`src/include/sct_pkg.sv`:
```
`default_nettype none
package sct_pkg;
  // register indices; byte address is index times four
  localparam logic [15:0] IDX_BGT    = 16'hFE16;
  localparam logic [15:0] IDX_EGT    = 16'hFE17;
  localparam logic [15:0] IDX_BWT3   = 16'hFE18;
  localparam logic [15:0] IDX_BWT2   = 16'hFE19;
  localparam logic [15:0] IDX_BWT1   = 16'hFE1A;
  localparam logic [15:0] IDX_BWT0   = 16'hFE1B;
  localparam logic [15:0] IDX_CWT1   = 16'hFE1C;
  localparam logic [15:0] IDX_CWT0   = 16'hFE1D;
  localparam logic [15:0] IDX_ATR1   = 16'hFE1F;
  localparam logic [15:0] IDX_ATR0   = 16'hFE20;
  localparam logic [15:0] IDX_FIRST_CHAR_TIMEOUT_LIMIT   = 16'hFE21;
  localparam logic [15:0] IDX_RLEN   = 16'hFE22;
  localparam logic [15:0] IDX_CTRL   = 16'hFE24;
  localparam logic [15:0] IDX_STAT   = 16'hFE25;
  localparam logic [15:0] IDX_ETUDIV = 16'hFE26;

  localparam logic [7:0]  RST_BGT    = 8'h16;
  localparam logic [7:0]  RST_EGT    = 8'h0C;
  localparam logic [7:0]  RST_RLEN   = 8'h70;
  localparam logic [12:0] RST_ETUDIV = 13'h02E8;

  // control bit positions
  localparam int CTRL_T1    = 0;
  localparam int CTRL_ANS   = 1;
  localparam int CTRL_FCDET = 2;
  localparam int CTRL_HOLD  = 3;
  // status bit positions; bits 0 to 3 write one to clear, ST_RSTN and ST_TXOK are read only; BGT_EGT8 is bit 7 of BGT
  localparam int ST_WAIT = 0;
  localparam int ST_CHAR = 1;
  localparam int ST_ANS  = 2;
  localparam int ST_MUTE = 3;
  localparam int ST_RSTN = 4;
  localparam int ST_TXOK = 5;
  localparam int BGT_EGT8 = 7;

  localparam logic [8:0] MIN_GUARD_T0 = 9'h00C;
  localparam logic [8:0] MIN_GUARD_T1 = 9'h00B;

  typedef enum logic [1:0] {
    RS_HOLD  = 2'b00,
    RS_DELAY = 2'b01,
    RS_RUN   = 2'b10
  } sct_rst_state_type;

  typedef struct packed {
    logic        psel;
    logic        penable;
    logic        pwrite;
    logic [17:0] paddr;
    logic [31:0] pwdata;
  } sct_apb_req_type;

  typedef struct packed {
    logic waitTo;
    logic charTo;
    logic answerTo;
    logic firstCharTo;
  } sct_event_type;

  typedef struct packed {
    logic [7:0]        block_guard_time;
    logic [7:0]        egtLo;
    logic [27:0]       block_wait_limit;
    logic [15:0]       char_wait_limit;
    logic [15:0]       atr;
    logic [7:0]        first_char_timeout_limit;
    logic [7:0]        rlen;
    logic [3:0]        ctrl;
    logic [12:0]       etuDiv;
    logic [3:0]        stat;
    logic [31:0]       prdata;
    logic              pslverr;
    logic [12:0]       divCnt;
    logic              etuTick;
    logic              ioMeta;
    logic              ioSync;
    logic              ioLast;
    logic              supMeta;
    logic              supSync;
    logic [8:0]        rxGap;
    logic [8:0]        txGap;
    logic              lastRx;
    logic [27:0]       bwtCnt;
    logic              bwtArm;
    logic [15:0]       cwtCnt;
    logic              cwtArm;
    logic [15:0]       atrCnt;
    logic              atrArm;
    logic [7:0]        tsCnt;
    logic              tsArm;
    logic [7:0]        rlCnt;
    sct_rst_state_type rstSt;
    sct_event_type     evt;
  } sct_state_type;
endpackage : sct_pkg
`default_nettype wire

```
`src/rtl/sct_etu_guard.sv`:
```
`default_nettype none
module sct_etu_guard (
  // clock and reset
  input  wire logic                     core_clk,
  input  wire logic                     rstn,
  // register bus
  input  wire sct_pkg::sct_apb_req_type apbReq,
  output logic [31:0]                   prdata,
  output logic                          pready,
  output logic                          pslverr,
  // card pins
  input  wire logic                     ioIn,
  input  wire logic                     cardSupplyGood,
  output logic                          cardRstn,
  // character engine
  input  wire logic                     txBusy,
  input  wire logic                     txStart,
  input  wire logic                     breakSeen,
  output logic                          txAllow,
  // timeout events
  output var sct_pkg::sct_event_type    events
);
  sct_pkg::sct_state_type st;
  sct_pkg::sct_state_type nx;

  logic        setup;
  logic        wr;
  logic        hit;
  logic [15:0] idx;
  logic        rxStart;
  logic        t1;
  logic [8:0]  egt9;
  logic [8:0]  egtEff;
  logic [8:0]  minGuard;
  logic        guardOk;
  logic        relOk;
  logic [3:0]  setStat;
  logic [31:0] rdVal;

  assign setup    = apbReq.psel && !apbReq.penable;
  assign wr       = apbReq.psel && apbReq.penable && apbReq.pwrite;
  assign idx      = apbReq.paddr[17:2];
  assign t1       = st.ctrl[sct_pkg::CTRL_T1];
  assign egt9     = {st.block_guard_time[sct_pkg::BGT_EGT8], st.egtLo};
  assign minGuard = t1 ? sct_pkg::MIN_GUARD_T1 : sct_pkg::MIN_GUARD_T0;
  assign egtEff   = (egt9 < minGuard) ? minGuard : egt9;
  // first character after reception obeys block guard and extra guard, others extra guard only
  assign guardOk  = (!st.lastRx || st.rxGap >= {4'h0, st.block_guard_time[4:0]})
                 && (st.txGap >= egtEff);
  assign txAllow  = guardOk;
  assign rxStart  = st.ioLast && !st.ioSync && !txBusy;
  assign relOk    = st.supSync && !st.ctrl[sct_pkg::CTRL_HOLD];
  assign pready   = 1'b1;
  assign prdata   = st.prdata;
  assign pslverr  = st.pslverr;
  assign cardRstn = (st.rstSt == sct_pkg::RS_RUN);
  assign events   = st.evt;

  always_comb begin
    rdVal = 32'h0000_0000;
    hit   = 1'b1;
    case (idx)
      sct_pkg::IDX_BGT:    rdVal = {24'h0, st.block_guard_time[7], 2'b00, st.block_guard_time[4:0]};
      sct_pkg::IDX_EGT:    rdVal = {24'h0, st.egtLo};
      sct_pkg::IDX_BWT3:   rdVal = {28'h0, st.block_wait_limit[27:24]};
      sct_pkg::IDX_BWT2:   rdVal = {24'h0, st.block_wait_limit[23:16]};
      sct_pkg::IDX_BWT1:   rdVal = {24'h0, st.block_wait_limit[15:8]};
      sct_pkg::IDX_BWT0:   rdVal = {24'h0, st.block_wait_limit[7:0]};
      sct_pkg::IDX_CWT1:   rdVal = {24'h0, st.char_wait_limit[15:8]};
      sct_pkg::IDX_CWT0:   rdVal = {24'h0, st.char_wait_limit[7:0]};
      sct_pkg::IDX_ATR1:   rdVal = {24'h0, st.atr[15:8]};
      sct_pkg::IDX_ATR0:   rdVal = {24'h0, st.atr[7:0]};
      sct_pkg::IDX_FIRST_CHAR_TIMEOUT_LIMIT:   rdVal = {24'h0, st.first_char_timeout_limit};
      sct_pkg::IDX_RLEN:   rdVal = {24'h0, st.rlen};
      sct_pkg::IDX_CTRL:   rdVal = {28'h0, st.ctrl};
      sct_pkg::IDX_STAT:   rdVal = {26'h0, guardOk, cardRstn, st.stat};
      sct_pkg::IDX_ETUDIV: rdVal = {19'h0, st.etuDiv};
      default:             hit   = 1'b0;
    endcase
    if (apbReq.paddr[1:0] != 2'b00) begin
      hit = 1'b0;
    end
  end

  always_comb begin
    nx         = st;
    setStat    = 4'h0;
    nx.evt     = '0;
    nx.etuTick = 1'b0;
    // registers
    if (setup) begin
      nx.prdata  = hit ? rdVal : 32'h0000_0000;
      nx.pslverr = !hit;
    end
    if (wr && hit) begin
      case (idx)
        sct_pkg::IDX_BGT:    nx.block_guard_time = {apbReq.pwdata[7], 2'b00, apbReq.pwdata[4:0]};
        sct_pkg::IDX_EGT:    nx.egtLo = apbReq.pwdata[7:0];
        sct_pkg::IDX_BWT3:   nx.block_wait_limit[27:24] = apbReq.pwdata[3:0];
        sct_pkg::IDX_BWT2:   nx.block_wait_limit[23:16] = apbReq.pwdata[7:0];
        sct_pkg::IDX_BWT1:   nx.block_wait_limit[15:8] = apbReq.pwdata[7:0];
        sct_pkg::IDX_BWT0:   nx.block_wait_limit[7:0] = apbReq.pwdata[7:0];
        sct_pkg::IDX_CWT1:   nx.char_wait_limit[15:8] = apbReq.pwdata[7:0];
        sct_pkg::IDX_CWT0:   nx.char_wait_limit[7:0] = apbReq.pwdata[7:0];
        sct_pkg::IDX_ATR1:   nx.atr[15:8] = apbReq.pwdata[7:0];
        sct_pkg::IDX_ATR0:   nx.atr[7:0] = apbReq.pwdata[7:0];
        sct_pkg::IDX_FIRST_CHAR_TIMEOUT_LIMIT:   nx.first_char_timeout_limit = apbReq.pwdata[7:0];
        sct_pkg::IDX_RLEN:   nx.rlen = apbReq.pwdata[7:0];
        sct_pkg::IDX_CTRL:   nx.ctrl = apbReq.pwdata[3:0];
        sct_pkg::IDX_ETUDIV: nx.etuDiv = apbReq.pwdata[12:0];
        default:             nx.ctrl = st.ctrl;
      endcase
    end
    // ETU divider; the divisor register holds two times Fi/Di
    if (st.divCnt + 13'h0001 >= st.etuDiv) begin
      nx.divCnt  = 13'h0000;
      nx.etuTick = 1'b1;
    end else begin
      nx.divCnt = st.divCnt + 13'h0001;
    end
    // pin synchronisers
    nx.ioMeta  = ioIn;
    nx.ioSync  = st.ioMeta;
    nx.ioLast  = st.ioSync;
    nx.supMeta = cardSupplyGood;
    nx.supSync = st.supMeta;
    // guard counters saturate so long idle never wraps below the limit
    if (st.etuTick) begin
      if (st.rxGap != 9'h1FF) begin
        nx.rxGap = st.rxGap + 9'h001;
      end
      if (st.txGap != 9'h1FF) begin
        nx.txGap = st.txGap + 9'h001;
      end
      nx.bwtCnt = st.bwtCnt + 28'h000_0001;
      nx.cwtCnt = st.cwtCnt + 16'h0001;
      nx.atrCnt = st.atrCnt + 16'h0001;
      nx.tsCnt  = st.tsCnt + 8'h01;
      if (st.bwtArm && st.bwtCnt == st.block_wait_limit) begin
        nx.bwtArm     = 1'b0;
        nx.evt.waitTo = 1'b1;
      end
      if (st.cwtArm && st.cwtCnt == st.char_wait_limit) begin
        nx.cwtArm     = 1'b0;
        nx.evt.charTo = 1'b1;
      end
      if (st.atrArm && st.atrCnt == st.atr) begin
        nx.atrArm       = 1'b0;
        nx.evt.answerTo = 1'b1;
      end
      if (st.tsArm && st.tsCnt == st.first_char_timeout_limit) begin
        nx.tsArm           = 1'b0;
        nx.evt.answerTo    = 1'b1;
        nx.evt.firstCharTo = 1'b1;
      end
    end
    if (t1 == 1'b0 && breakSeen) begin
      nx.txGap = 9'h000;
    end
    if (txStart) begin
      nx.txGap  = 9'h000;
      nx.lastRx = 1'b0;
      nx.bwtCnt = 28'h000_0000;
      nx.bwtArm = 1'b1;
    end
    if (rxStart) begin
      nx.rxGap  = 9'h000;
      nx.lastRx = 1'b1;
      nx.bwtCnt = 28'h000_0000;
      nx.bwtArm = !t1;
      nx.cwtCnt = 16'h0000;
      nx.cwtArm = 1'b1;
      nx.tsArm  = 1'b0;
      if (st.ctrl[sct_pkg::CTRL_ANS] && !st.atrArm && st.atrCnt == 16'h0000) begin
        nx.atrArm = 1'b1;
        nx.atrCnt = 16'h0000;
      end
    end
    // answer timer starts at the first received start edge after the flag is raised
    if (!st.ctrl[sct_pkg::CTRL_ANS]) begin
      nx.atrArm = 1'b0;
      nx.atrCnt = 16'h0000;
    end else if (!st.atrArm && !rxStart && st.atrCnt == 16'h0000) begin
      nx.atrCnt = 16'h0000;
    end
    // card reset release
    nx.rlCnt = st.etuTick ? st.rlCnt + 8'h01 : st.rlCnt;
    case (st.rstSt)
      sct_pkg::RS_HOLD: begin
        nx.rlCnt = 8'h00;
        if (relOk) begin
          if (st.rlen == 8'h00) begin
            nx.rstSt = sct_pkg::RS_RUN;
            nx.tsArm = st.ctrl[sct_pkg::CTRL_FCDET];
            nx.tsCnt = 8'h00;
          end else begin
            nx.rstSt = sct_pkg::RS_DELAY;
          end
        end
      end
      sct_pkg::RS_DELAY: begin
        if (!relOk) begin
          nx.rstSt = sct_pkg::RS_HOLD;
        end else if (st.etuTick && st.rlCnt + 8'h01 >= st.rlen) begin
          nx.rstSt = sct_pkg::RS_RUN;
          nx.tsArm = st.ctrl[sct_pkg::CTRL_FCDET];
          nx.tsCnt = 8'h00;
        end
      end
      sct_pkg::RS_RUN: begin
        if (!relOk) begin
          nx.rstSt = sct_pkg::RS_HOLD;
          nx.tsArm = 1'b0;
        end
      end
      default: nx.rstSt = sct_pkg::RS_HOLD;
    endcase
    // sticky status: a new event wins over a clear in the same cycle
    setStat = {nx.evt.firstCharTo, nx.evt.answerTo, nx.evt.charTo, nx.evt.waitTo};
    if (wr && hit && idx == sct_pkg::IDX_STAT) begin
      nx.stat = (st.stat & ~apbReq.pwdata[3:0]) | setStat;
    end else begin
      nx.stat = st.stat | setStat;
    end
  end

  always_ff @(posedge core_clk or negedge rstn) begin
    if (!rstn) begin
      st        <= '0;
      st.block_guard_time    <= sct_pkg::RST_BGT;
      st.egtLo  <= sct_pkg::RST_EGT;
      st.rlen   <= sct_pkg::RST_RLEN;
      st.etuDiv <= sct_pkg::RST_ETUDIV;
      st.rxGap  <= 9'h1FF;
      st.txGap  <= 9'h1FF;
      st.rstSt  <= sct_pkg::RS_HOLD;
    end else begin
      st <= nx;
    end
  end
endmodule : sct_etu_guard
`default_nettype wire

```
`config.mk`:
```
export PLATFORM = sky130hd
export DESIGN_NAME = sct_etu_guard
export DESIGN_NICKNAME = d
export VERILOG_FILES = /design/src/include/sct_pkg.sv /design/src/rtl/sct_etu_guard.sv
export SDC_FILE = /design/constraint.sdc
export NUM_CORES = 1
export LEC_CHECK = 0
export BUFFER_PORTS_ARGS = -buffer_cell sky130_fd_sc_hd__buf_2
export CAP_MARGIN = 5
export CORE_MARGIN = 3
export CORE_UTILIZATION = 45
export CTS_BUF_LIST = sky130_fd_sc_hd__clkbuf_2 sky130_fd_sc_hd__clkbuf_4 sky130_fd_sc_hd__clkbuf_8
export DETAILED_ROUTE_END_ITERATION = 10
export HOLD_SLACK_MARGIN = 0.1
export SLEW_MARGIN = 10
export SYNTH_ARGS = -nofsm -noshare
export SYNTH_HDL_FRONTEND = slang
export SYNTH_SLANG_ARGS = --single-unit
```
`constraint.sdc`:
```
create_clock -name core_clk -period 3.9 [get_ports core_clk]
set_input_delay 0.78 -clock core_clk [delete_from_list [all_inputs] [get_ports core_clk]]
set_output_delay 0.78 -clock core_clk [all_outputs]
set_load 0.02 [all_outputs]
```
# Word level (Yosys, flattened, before mapping)
# Index checks and enable logic that the tools add are counted.
dict set report totals {
  reg_bits 268
  inputBits 60
  word_cells 193
}
dict set report classes {
  add_sub_neg 8
  magnitude_cmp 5
  n_eq_ne 26
  muxes 46
  bitwise_logic 5
  n_reduce_logical 62
}
# operator count
set op_table {}
lappend op_table {{equality test 16 bit, second input constant} 15}
lappend op_table {{one-hot mux 13 bit (15 select lines)} 1}
lappend op_table {{two-way mux 9 bit} 9}
lappend op_table {{two-way mux 72 bit} 1}
lappend op_table {{two-way mux 64 bit} 1}
lappend op_table {{two-way mux 39 bit} 1}
lappend op_table {{AND reduction 2 bit} 18}
lappend op_table {{adder 16 x 1 -> 16 bit, second input constant} 2}
lappend op_table {{equality test 16 bit} 2}
lappend op_table {{two-way mux 16 bit} 2}
lappend op_table {{two-way mux 32 bit} 1}
lappend op_table {{adder 28 x 1 -> 28 bit, second input constant} 1}
lappend op_table {{equality test 28 bit} 1}
lappend op_table {{logical AND 1 bit} 19}
lappend op_table {{adder 9 x 1 -> 9 bit, second input constant} 2}
lappend op_table {{two-way mux 18 bit} 1}
lappend op_table {{inequality test 9 bit, second input constant} 2}
lappend op_table {{two-way mux 17 bit} 1}
lappend op_table {{adder 8 x 1 -> 8 bit, second input constant} 2}
lappend op_table {{zero test 16 bit} 1}
lappend op_table {{two-way mux 8 bit} 2}
lappend op_table {{one-hot mux 8 bit (2 select lines)} 1}
lappend op_table {{OR reduction 15 bit} 1}
lappend op_table {{adder 13 x 1 -> 13 bit, second input constant} 1}
lappend op_table {{28 further kinds} 64}

# Longest topological paths before layout
# Gate-level depths: netlist of run 1.
dict set report depth {
  ltp_word 8
  mapped_depth 14
  mapped_depth_nobuf 14
}

# Least setup slack after synthesis of run 1
# OpenSTA, ideal clock, no wires.
dict set report synth_path {
  path_type {reg-to-output}
  start {reg st[174] (netlist name)}
  end {out txAllow}
  arrival_time_ps 2562
  t_required_ps 3120
  path_slack_ps 558
  path_stages_with_launch 13
  n_path_buf 0
  cell_sequence {dfrtp_1 -> inv_1 -> ha_1 -> o21ai_0 -> nand2b_1 -> a21o_1 -> a21boi_1 -> mux2_2 -> ha_1 -> nor2_1 -> a21oi_1 -> o31ai_1 -> a21oi_1}
}
dict set report synth_via {
  elab_chain_len 5
}
# item line_no
set synth_lines {}
lappend synth_lines {{from (decl)} sct_etu_guard.sv:23} ;# sct_pkg::sct_state_type st;
lappend synth_lines {{from (signal assigned)} sct_etu_guard.sv:238} ;# st <= nx;
lappend synth_lines {{two-way mux 3 bit *} sct_etu_guard.sv:45} ;# assign minGuard = t1 ? sct_pkg::MIN_GUARD_T1 : sct_pkg::MIN_GUARD_T0;
lappend synth_lines {{< comparator 9 x 4 -> 1 bit} sct_etu_guard.sv:46} ;# assign egtEff = (egt9 < minGuard) ? minGuard : egt9;
lappend synth_lines {{two-way mux 9 bit *} sct_etu_guard.sv:46}
lappend synth_lines {{>= comparator 9 bit *} sct_etu_guard.sv:49} ;# && (st.txGap >= egtEff);
lappend synth_lines {{logical AND 1 bit *} sct_etu_guard.sv:49}
lappend synth_lines {{to (decl)} sct_etu_guard.sv:19} ;# output logic txAllow,
# Mark *: on every way between the ends. The rest lies on a longest branch, timed or not.

# Final worst setup path of run 1
# Same ends and word-level chain as after synthesis.

==> results.sh, run 1 <==
export IMPL_finalHoldViolCount=0
export IMPL_dp_hpwl_mm=26.74
export IMPL_status="completed"
export IMPL_root_buffer="clkbuf_8"
export IMPL_numPlacedInstances=1731
export IMPL_ys_top_cells_by_area="dfrtp_1, mux2_2, dfstp_2"
export IMPL_die_area_um2=32850
export IMPL_wl_per_cell_um=20.72
export IMPL_slew_headroom=0.3781
export IMPL_ir_drop_mv=0.2137
export IMPL_critPathMaxStageDelay_ns=0.42
export IMPL_cts_tree="done"
export IMPL_fin_nets=1502
export IMPL_route_detailed_drc=0
export IMPL_final_cells=1817
export IMPL_netlist_area_leader_share=0.3947
export IMPL_pin_count=100
export IMPL_arrival_ns=3.00
export IMPL_holdWs_ns=0.1759
export IMPL_initial_core_util=0.4614
export IMPL_rr_endpoint="st[112]$_DFF_PN0_"
export IMPL_die_y_um=181.3
export IMPL_fin_skew_ns=0.01182
export IMPL_cts_sinks=249
export IMPL_port_buffers=60
export IMPL_synthFlopType="dfrtp_1"
export IMPL_tightest_slew_ns=0.9273
export IMPL_n_antenna_cell=0
export IMPL_min_period_ns=3.777
export IMPL_setup_viol=0
export IMPL_numCtsBuffers=46
export IMPL_fp_dieW_um=181.3
export IMPL_clk_path_buf_depth=3
export IMPL_path_delay_family="compound AO/OA/AOI/OAI gates"
export IMPL_p_per_area_nw_per_um2=351.5
export IMPL_setup_tns_ns=0
export IMPL_layout_common_cells="dfrtp_1, nand2_1, nor2_1"
export IMPL_antenna_found_initial=0
export IMPL_synthArstFlopShare=1.000
export IMPL_worstPathBufferInverterCount=2
export IMPL_drt_iter0_markers=787
export IMPL_rows=63
export IMPL_gp_congestion=0.9418
export IMPL_layout_drive_gt1_share=0.2235
export IMPL_finalCritPeriodShare=0.9684
export IMPL_cp_end_kind="output port"
export IMPL_clk_pin_slew_ns=0.06
export IMPL_core_area_um2=29950
export IMPL_netlist_area_um2=13820
export IMPL_fmax_mhz=264.8
export IMPL_yosys_area_top_type="dfrtp_1"
export IMPL_htreeDepth=2
export IMPL_vias=10340
export IMPL_synth_edf_count=0
export IMPL_synthCells=1335
export IMPL_area_growth_synth_to_final_pct=11.43
export IMPL_grt_usage=0.2284
export IMPL_path_max_fanout=5
export IMPL_synth_distinct_cells=70
export IMPL_r2r_cells=12
export IMPL_path_cells="buf_4 -> ha_1 -> a21o_1 -> a21boi_4 -> mux2_4 -> ha_4 -> nor2_2 -> a21oi_2 -> o31ai_2 -> a21oi_2 -> buf_4"
export IMPL_placement_setup_worst_slack_ns=0.2147
export IMPL_max_cap_viol_count=0
export IMPL_ys_ff_latch=249
export IMPL_crit_type="register to output port"
export IMPL_r2r_slack_ns=0.55
export IMPL_r2r_start="st[111]$_DFF_PN0_"
export IMPL_setup_ws_ns=0.1232
export IMPL_clk_latency_ns=0.57
export IMPL_grt_pass1_wl_mm=59.61
export IMPL_synth_warnings=0
export IMPL_via_per_inst=5.693
export IMPL_drt_total_wl_mm=37.65
export IMPL_layout_commonest_cell="dfrtp_1"
export IMPL_grt_max_degree=98
export IMPL_maxSlewViolCount=0
export IMPL_worstPathRequired_ns=3.12
export IMPL_first_pass_iters=6
export IMPL_seq_area_frac_synth=0.4536
export IMPL_power_leakage_nw=7.311
export IMPL_grt_pass1_vias=10410
export IMPL_cp_slowest_cell="dfrtp_2"
export IMPL_nFillCells=2782
export IMPL_worstHoldPathType="primary input to asynchronous set/reset pin"
export IMPL_drtAntennaViolNets=0
export IMPL_startpoint_type="register"
export IMPL_avgSynthCellArea_um2=10.35
export IMPL_grt_overflow_total=0
[report_power, final]
| part | switching [mW] | internal (mW) | total (mW) |
|---|---|---|---|
| registers | 0.00434 | 2.59 | 2.60 |
| logic | 0.170 | 0.0402 | 0.211 |
| clock network | 1.09 | 1.51 | 2.61 |
[synthesized netlist by cell type, drive strengths merged (3+ instances only)]
| cell type | count |
|---|---|
| o211ai | 3 |
| a31oi | 5 |
| o21a | 3 |
| a21o | 10 |
| and2 | 11 |
| buf | 52 |
| nand2b | 14 |
| or3 | 11 |
| and4 | 6 |
| o211a | 11 |
| a21boi | 4 |
| mux2 | 78 |
| clkbuf | 36 |
| dfrtp | 218 |
| xnor2 | 78 |
| inv | 45 |
| o31ai | 5 |
| a221oi | 10 |
| a22oi | 12 |
| a32oi | 7 |
| nor2 | 115 |
| a211oi | 4 |
| nor3 | 28 |
| a222oi | 4 |
| a22o | 11 |
| o21ai | 51 |
| mux2i | 16 |
| nor2b | 13 |
| a21oi | 19 |
| nand4 | 62 |
| and3 | 24 |
| dfstp | 31 |
| or2 | 4 |
| nor4 | 23 |
| nand3 | 41 |
| ha | 48 |
| nand2 | 116 |
| xor2 | 82 |
[per-stage QoR]
stage | instance area [µm²] | total power [mW] | utilization
5_1_grt | 15400 | 5.613 | 0.5142
4_1_cts | 15360 | 5.489 | 0.5127
6_report | 15400 | 5.414 | 0.5142
3_3_place_gp | 14350 | 2.852 | 0.4789
3_5_place_dp | 14350 | 2.854 | 0.4789
2_1_floorplan | 13890 | 2.744 | -
[worst max path at each step]
stage                              startpoint       to  slack (ns)  cells after the start
after floorplan           st[174]$_DFFE_PN0P_  txAllow        0.56                     12
after global placement    st[174]$_DFFE_PN0P_  txAllow        0.31                     13
after detailed placement  st[174]$_DFFE_PN0P_  txAllow        0.21                     13
after CTS                 st[174]$_DFFE_PN0P_  txAllow       0.008                     11
after global routing      st[174]$_DFFE_PN0P_  txAllow      -0.001                     11
final                     st[174]$_DFFE_PN0P_  txAllow        0.12                     11
[area by class of cell]
type | instances | area, µm² | area share
flip-flops and latches | 249 | 6271 | 0.4072
clock buffers | 80 | 950.9 | 0.06174
multi-input cells | 971 | 7022 | 0.4559
well taps | 390 | 488.0 | 0.03168
clock inverters | 1 | 5.005 | 0.0003250
repair buffers | 81 | 495.5 | 0.03217
inverters | 45 | 168.9 | 0.01097
[registers in the layout, indices dropped and copies added (netlist names)]
name,cells
prdata,13
events,4
egt9,9
nx,3
st,219
pslverr,1
[repair_timing]
action | CTS | global route
setup buffers | 5 | 1
resized for setup | 9 | 6
setup endpoints to repair | 1 | 1
pin swaps | 6 | 6
hold buffers | 0 | 0
[cell families (layout without fill, tap and decap cells)]
family                   count (synthesis)  count (layout)  share of synthesized area
buffers and inverters                  133             207                    0.04780
XOR/XNOR                               160             160                     0.1014
multiplexers                            94              94                    0.07514
adder cells (fa/ha/maj)                 48              48                    0.04345
AO/OA/AOI/OAI                          169             169                    0.08483
AND/OR/NAND/NOR                        480             480                     0.1932
other                                    2              20                  0.0005434
flip-flops                             249             249                     0.4536
[worst reg2reg max path, delay by kind of cell (launching register included)]
family / cells / cell delay, ns
and+or+nand+nor: 3 / 0.47
xor gates and xnor gates: 1 / 0.23
DFF: 1 / 0.41
adders and majority gates: 2 / 0.48
buffers and inverters: 1 / 0.28
AOI/OAI and AO/OA: 5 / 1.42
[layer usage]
| layer | vias to the layer above | global-route usage | share of wire |
|---|---|---|---|
| met5 | - | 0 | 0 |
| met4 | 0 | 0.06581 | 0.024 |
| met3 | 77 | 0.05335 | 0.068 |
| met2 | 342 | 0.3557 | 0.45 |
| met1 | 5128 | 0.3203 | 0.45 |
| li1 | 4797 | - | - |
(Power assumes the default switching activity.)
==> inputs of run 2 (changes only) <==
--- a/config.mk
+++ b/config.mk
@@ -12,6 +12,7 @@
 export CTS_BUF_LIST = sky130_fd_sc_hd__clkbuf_2 sky130_fd_sc_hd__clkbuf_4 sky130_fd_sc_hd__clkbuf_8
 export DETAILED_ROUTE_END_ITERATION = 10
 export HOLD_SLACK_MARGIN = 0.1
+export REMOVE_ABC_BUFFERS = 1
 export SLEW_MARGIN = 10
 export SYNTH_ARGS = -nofsm -noshare
 export SYNTH_HDL_FRONTEND = slang
==> run 2 against run 1 <==
Clock power increased by 8.0%. Core utilization grew 0.50 points. Clock skew rose by 0.00084 ns. Critical endpoint unchanged. Critical path depth is 3 higher. Sequential cell count did not move.
==> results.sh, run 2 (synthesis results as in run 1) <==
export IMPL_status="completed"
export IMPL_fp_dieW_um=181.3
export IMPL_rows=63
export IMPL_die_area_um2=32850
export IMPL_arrival_ns=2.99
export IMPL_max_cap_viol_count=0
export IMPL_largest_register_ffs=219
export IMPL_setup_ws_ns=0.1309
export IMPL_placement_setup_worst_slack_ns=0.2449
export IMPL_top_layer="met4"
export IMPL_root_buffer="clkbuf_8"
export IMPL_crit_type="register to output port"
export IMPL_cts_tree="done"
export IMPL_startpoint_type="register"
export IMPL_power_leakage_nw=7.382
export IMPL_wl_met2_mm=17.44
export IMPL_cts_sinks=249
export IMPL_layout_commonest_cell="dfrtp_1"
export IMPL_numCtsBuffers=45
export IMPL_dp_hpwl_mm=27.83
export IMPL_drt_total_wl_mm=38.33
export IMPL_setup_viol=0
export IMPL_wl_met1_mm=17.61
export IMPL_dr_wl_met3_mm=2.108
export IMPL_vias=10270
export IMPL_n_antenna_cell=0
export IMPL_pin_count=100
export IMPL_fin_nets=1507
export IMPL_p_per_area_nw_per_um2=361.5
export IMPL_drtAntennaViolNets=0
export IMPL_die_y_um=181.3
export IMPL_drt_iter0_markers=943
export IMPL_core_area_um2=29950
export IMPL_tightest_slew_ns=0.7153
export IMPL_min_period_ns=3.769
export IMPL_clk_latency_ns=0.57
export IMPL_layout_drive_gt1_share=0.2279
export IMPL_multiInputGateArea_um2=7018
export IMPL_finalCritPeriodShare=0.9664
export IMPL_finalHoldViolCount=0
export IMPL_cp_end_kind="output port"
export IMPL_ir_drop_mv=0.2526
export IMPL_gp_congestion=0.9834
export IMPL_grt_pass1_vias=10230
export IMPL_utilization=0.5191
export IMPL_slew_headroom=0.5206
export IMPL_clk_path_buf_depth=3
export IMPL_worstPathRequired_ns=3.12
export IMPL_grt_pass1_wl_mm=60.50
export IMPL_antenna_found_initial=0
export IMPL_fmax_mhz=265.3
export IMPL_first_pass_iters=5
export IMPL_top_register="st"
export IMPL_maxSlewViolCount=0
export IMPL_port_buffers=60
export IMPL_clk_pin_slew_ns=0.06
export IMPL_initial_core_util=0.4614
export IMPL_area_growth_synth_to_final_pct=12.51
export IMPL_grt_max_degree=97
export IMPL_path_max_fanout=2
export IMPL_fin_skew_ns=0.01266
export IMPL_route_detailed_drc=0
export IMPL_grt_usage=0.2331
export IMPL_grt_overflow_total=0
export IMPL_rsz0062_at_grt="yes"
export IMPL_worstHoldPathType="primary input to asynchronous set/reset pin"
export IMPL_layout_common_cells="dfrtp_1, nand2_1, nor2_1"
export IMPL_seqCellArea_um2=6270
export IMPL_nFillCells=2706
export IMPL_htreeDepth=2
export IMPL_wl_per_cell_um=21.00
export IMPL_via_per_inst=5.628
run 2: stage by stage:
stage / std cells / hold WS [ns] / setup TNS (ns) / power (mW) / cell area, µm²
floorplan: 1265 / 0.3312 / 0 / 2.709 / 13400
global placement: 1737 / 0.3330 / 0 / 2.853 / 14390
detailed placement: 1737 / 0.3395 / 0 / 2.854 / 14390
CTS: 1824 / 0.1975 / 0 / 5.690 / 15500
global route: 1825 / 0.2111 / -0.07380 / 5.828 / 15550
finish: 1825 / 0.1919 / 0 / 5.622 / 15550
run 2: worst paths after layout:
| path | from | endpoint | slack [ns] | depth (start not counted) |
|---|---|---|---|---|
| max | st[174]$_DFFE_PN0P_ | txAllow | 0.13 | 14 |
| min in group core_clk | ioIn | nx[108]$_DFF_PN0_ | 0.32 | 1 |
| min | rstn | events[0]$_DFF_PN0_ | 0.19 | 1 |
| min reg2reg | nx[108]$_DFF_PN0_ | nx[107]$_DFF_PN0_ | 0.35 | 0 |
| max in group asynchronous | rstn | events[3]$_DFF_PN0_ | 2.74 | 2 |
| max reg2reg | st[111]$_DFF_PN0_ | st[112]$_DFF_PN0_ | 0.87 | 12 |
run 2: final cells by class:
type                       instances  share of cell area
inverter                          45             0.01086
clock inverter                     6            0.005472
clock buffer                      77             0.06252
timing repair buffer              87             0.03524
tap                              390             0.03138
sequential                       249              0.4032
multi-input combinational        971              0.4513
run 2: repair_timing:
action / CTS / global route
hold buffers: 0 / 0
setup endpoints to repair: 1 / 1
endpoints found under the hold margin: 0 / 0
setup buffers: 4 / 1
resized for setup: 8 / 8
pin swaps: 4 / 6
run 2: critical path: stages, from the launching register on:
cell	delay, ns
dfrtp_1	0.40
inv_2	0.09
ha_4	0.20
o21ai_2	0.05
nand2b_1	0.07
a21o_1	0.16
a21boi_2	0.18
buf_4	0.15
mux2i_1	0.19
ha_1	0.26
o21ai_2	0.14
a21oi_2	0.05
o31ai_2	0.22
a21oi_2	0.12
buf_6	0.15
run 2: where the power goes:
part | leakage, nW | switching [mW] | internal [mW]
clock network | 0.554 | 1.12 | 1.70
registers | 3.21 | 0.00426 | 2.59
logic | 3.62 | 0.169 | 0.0415
total | 7.38 | 1.29 | 4.33
run 2: per-layer routing:
metal	vias to the layer above	global-route usage
li1	4799	-
met1	5114	0.3390
met2	280	0.3563
met3	79	0.03825
met4	0	0.07648
met5	-	0
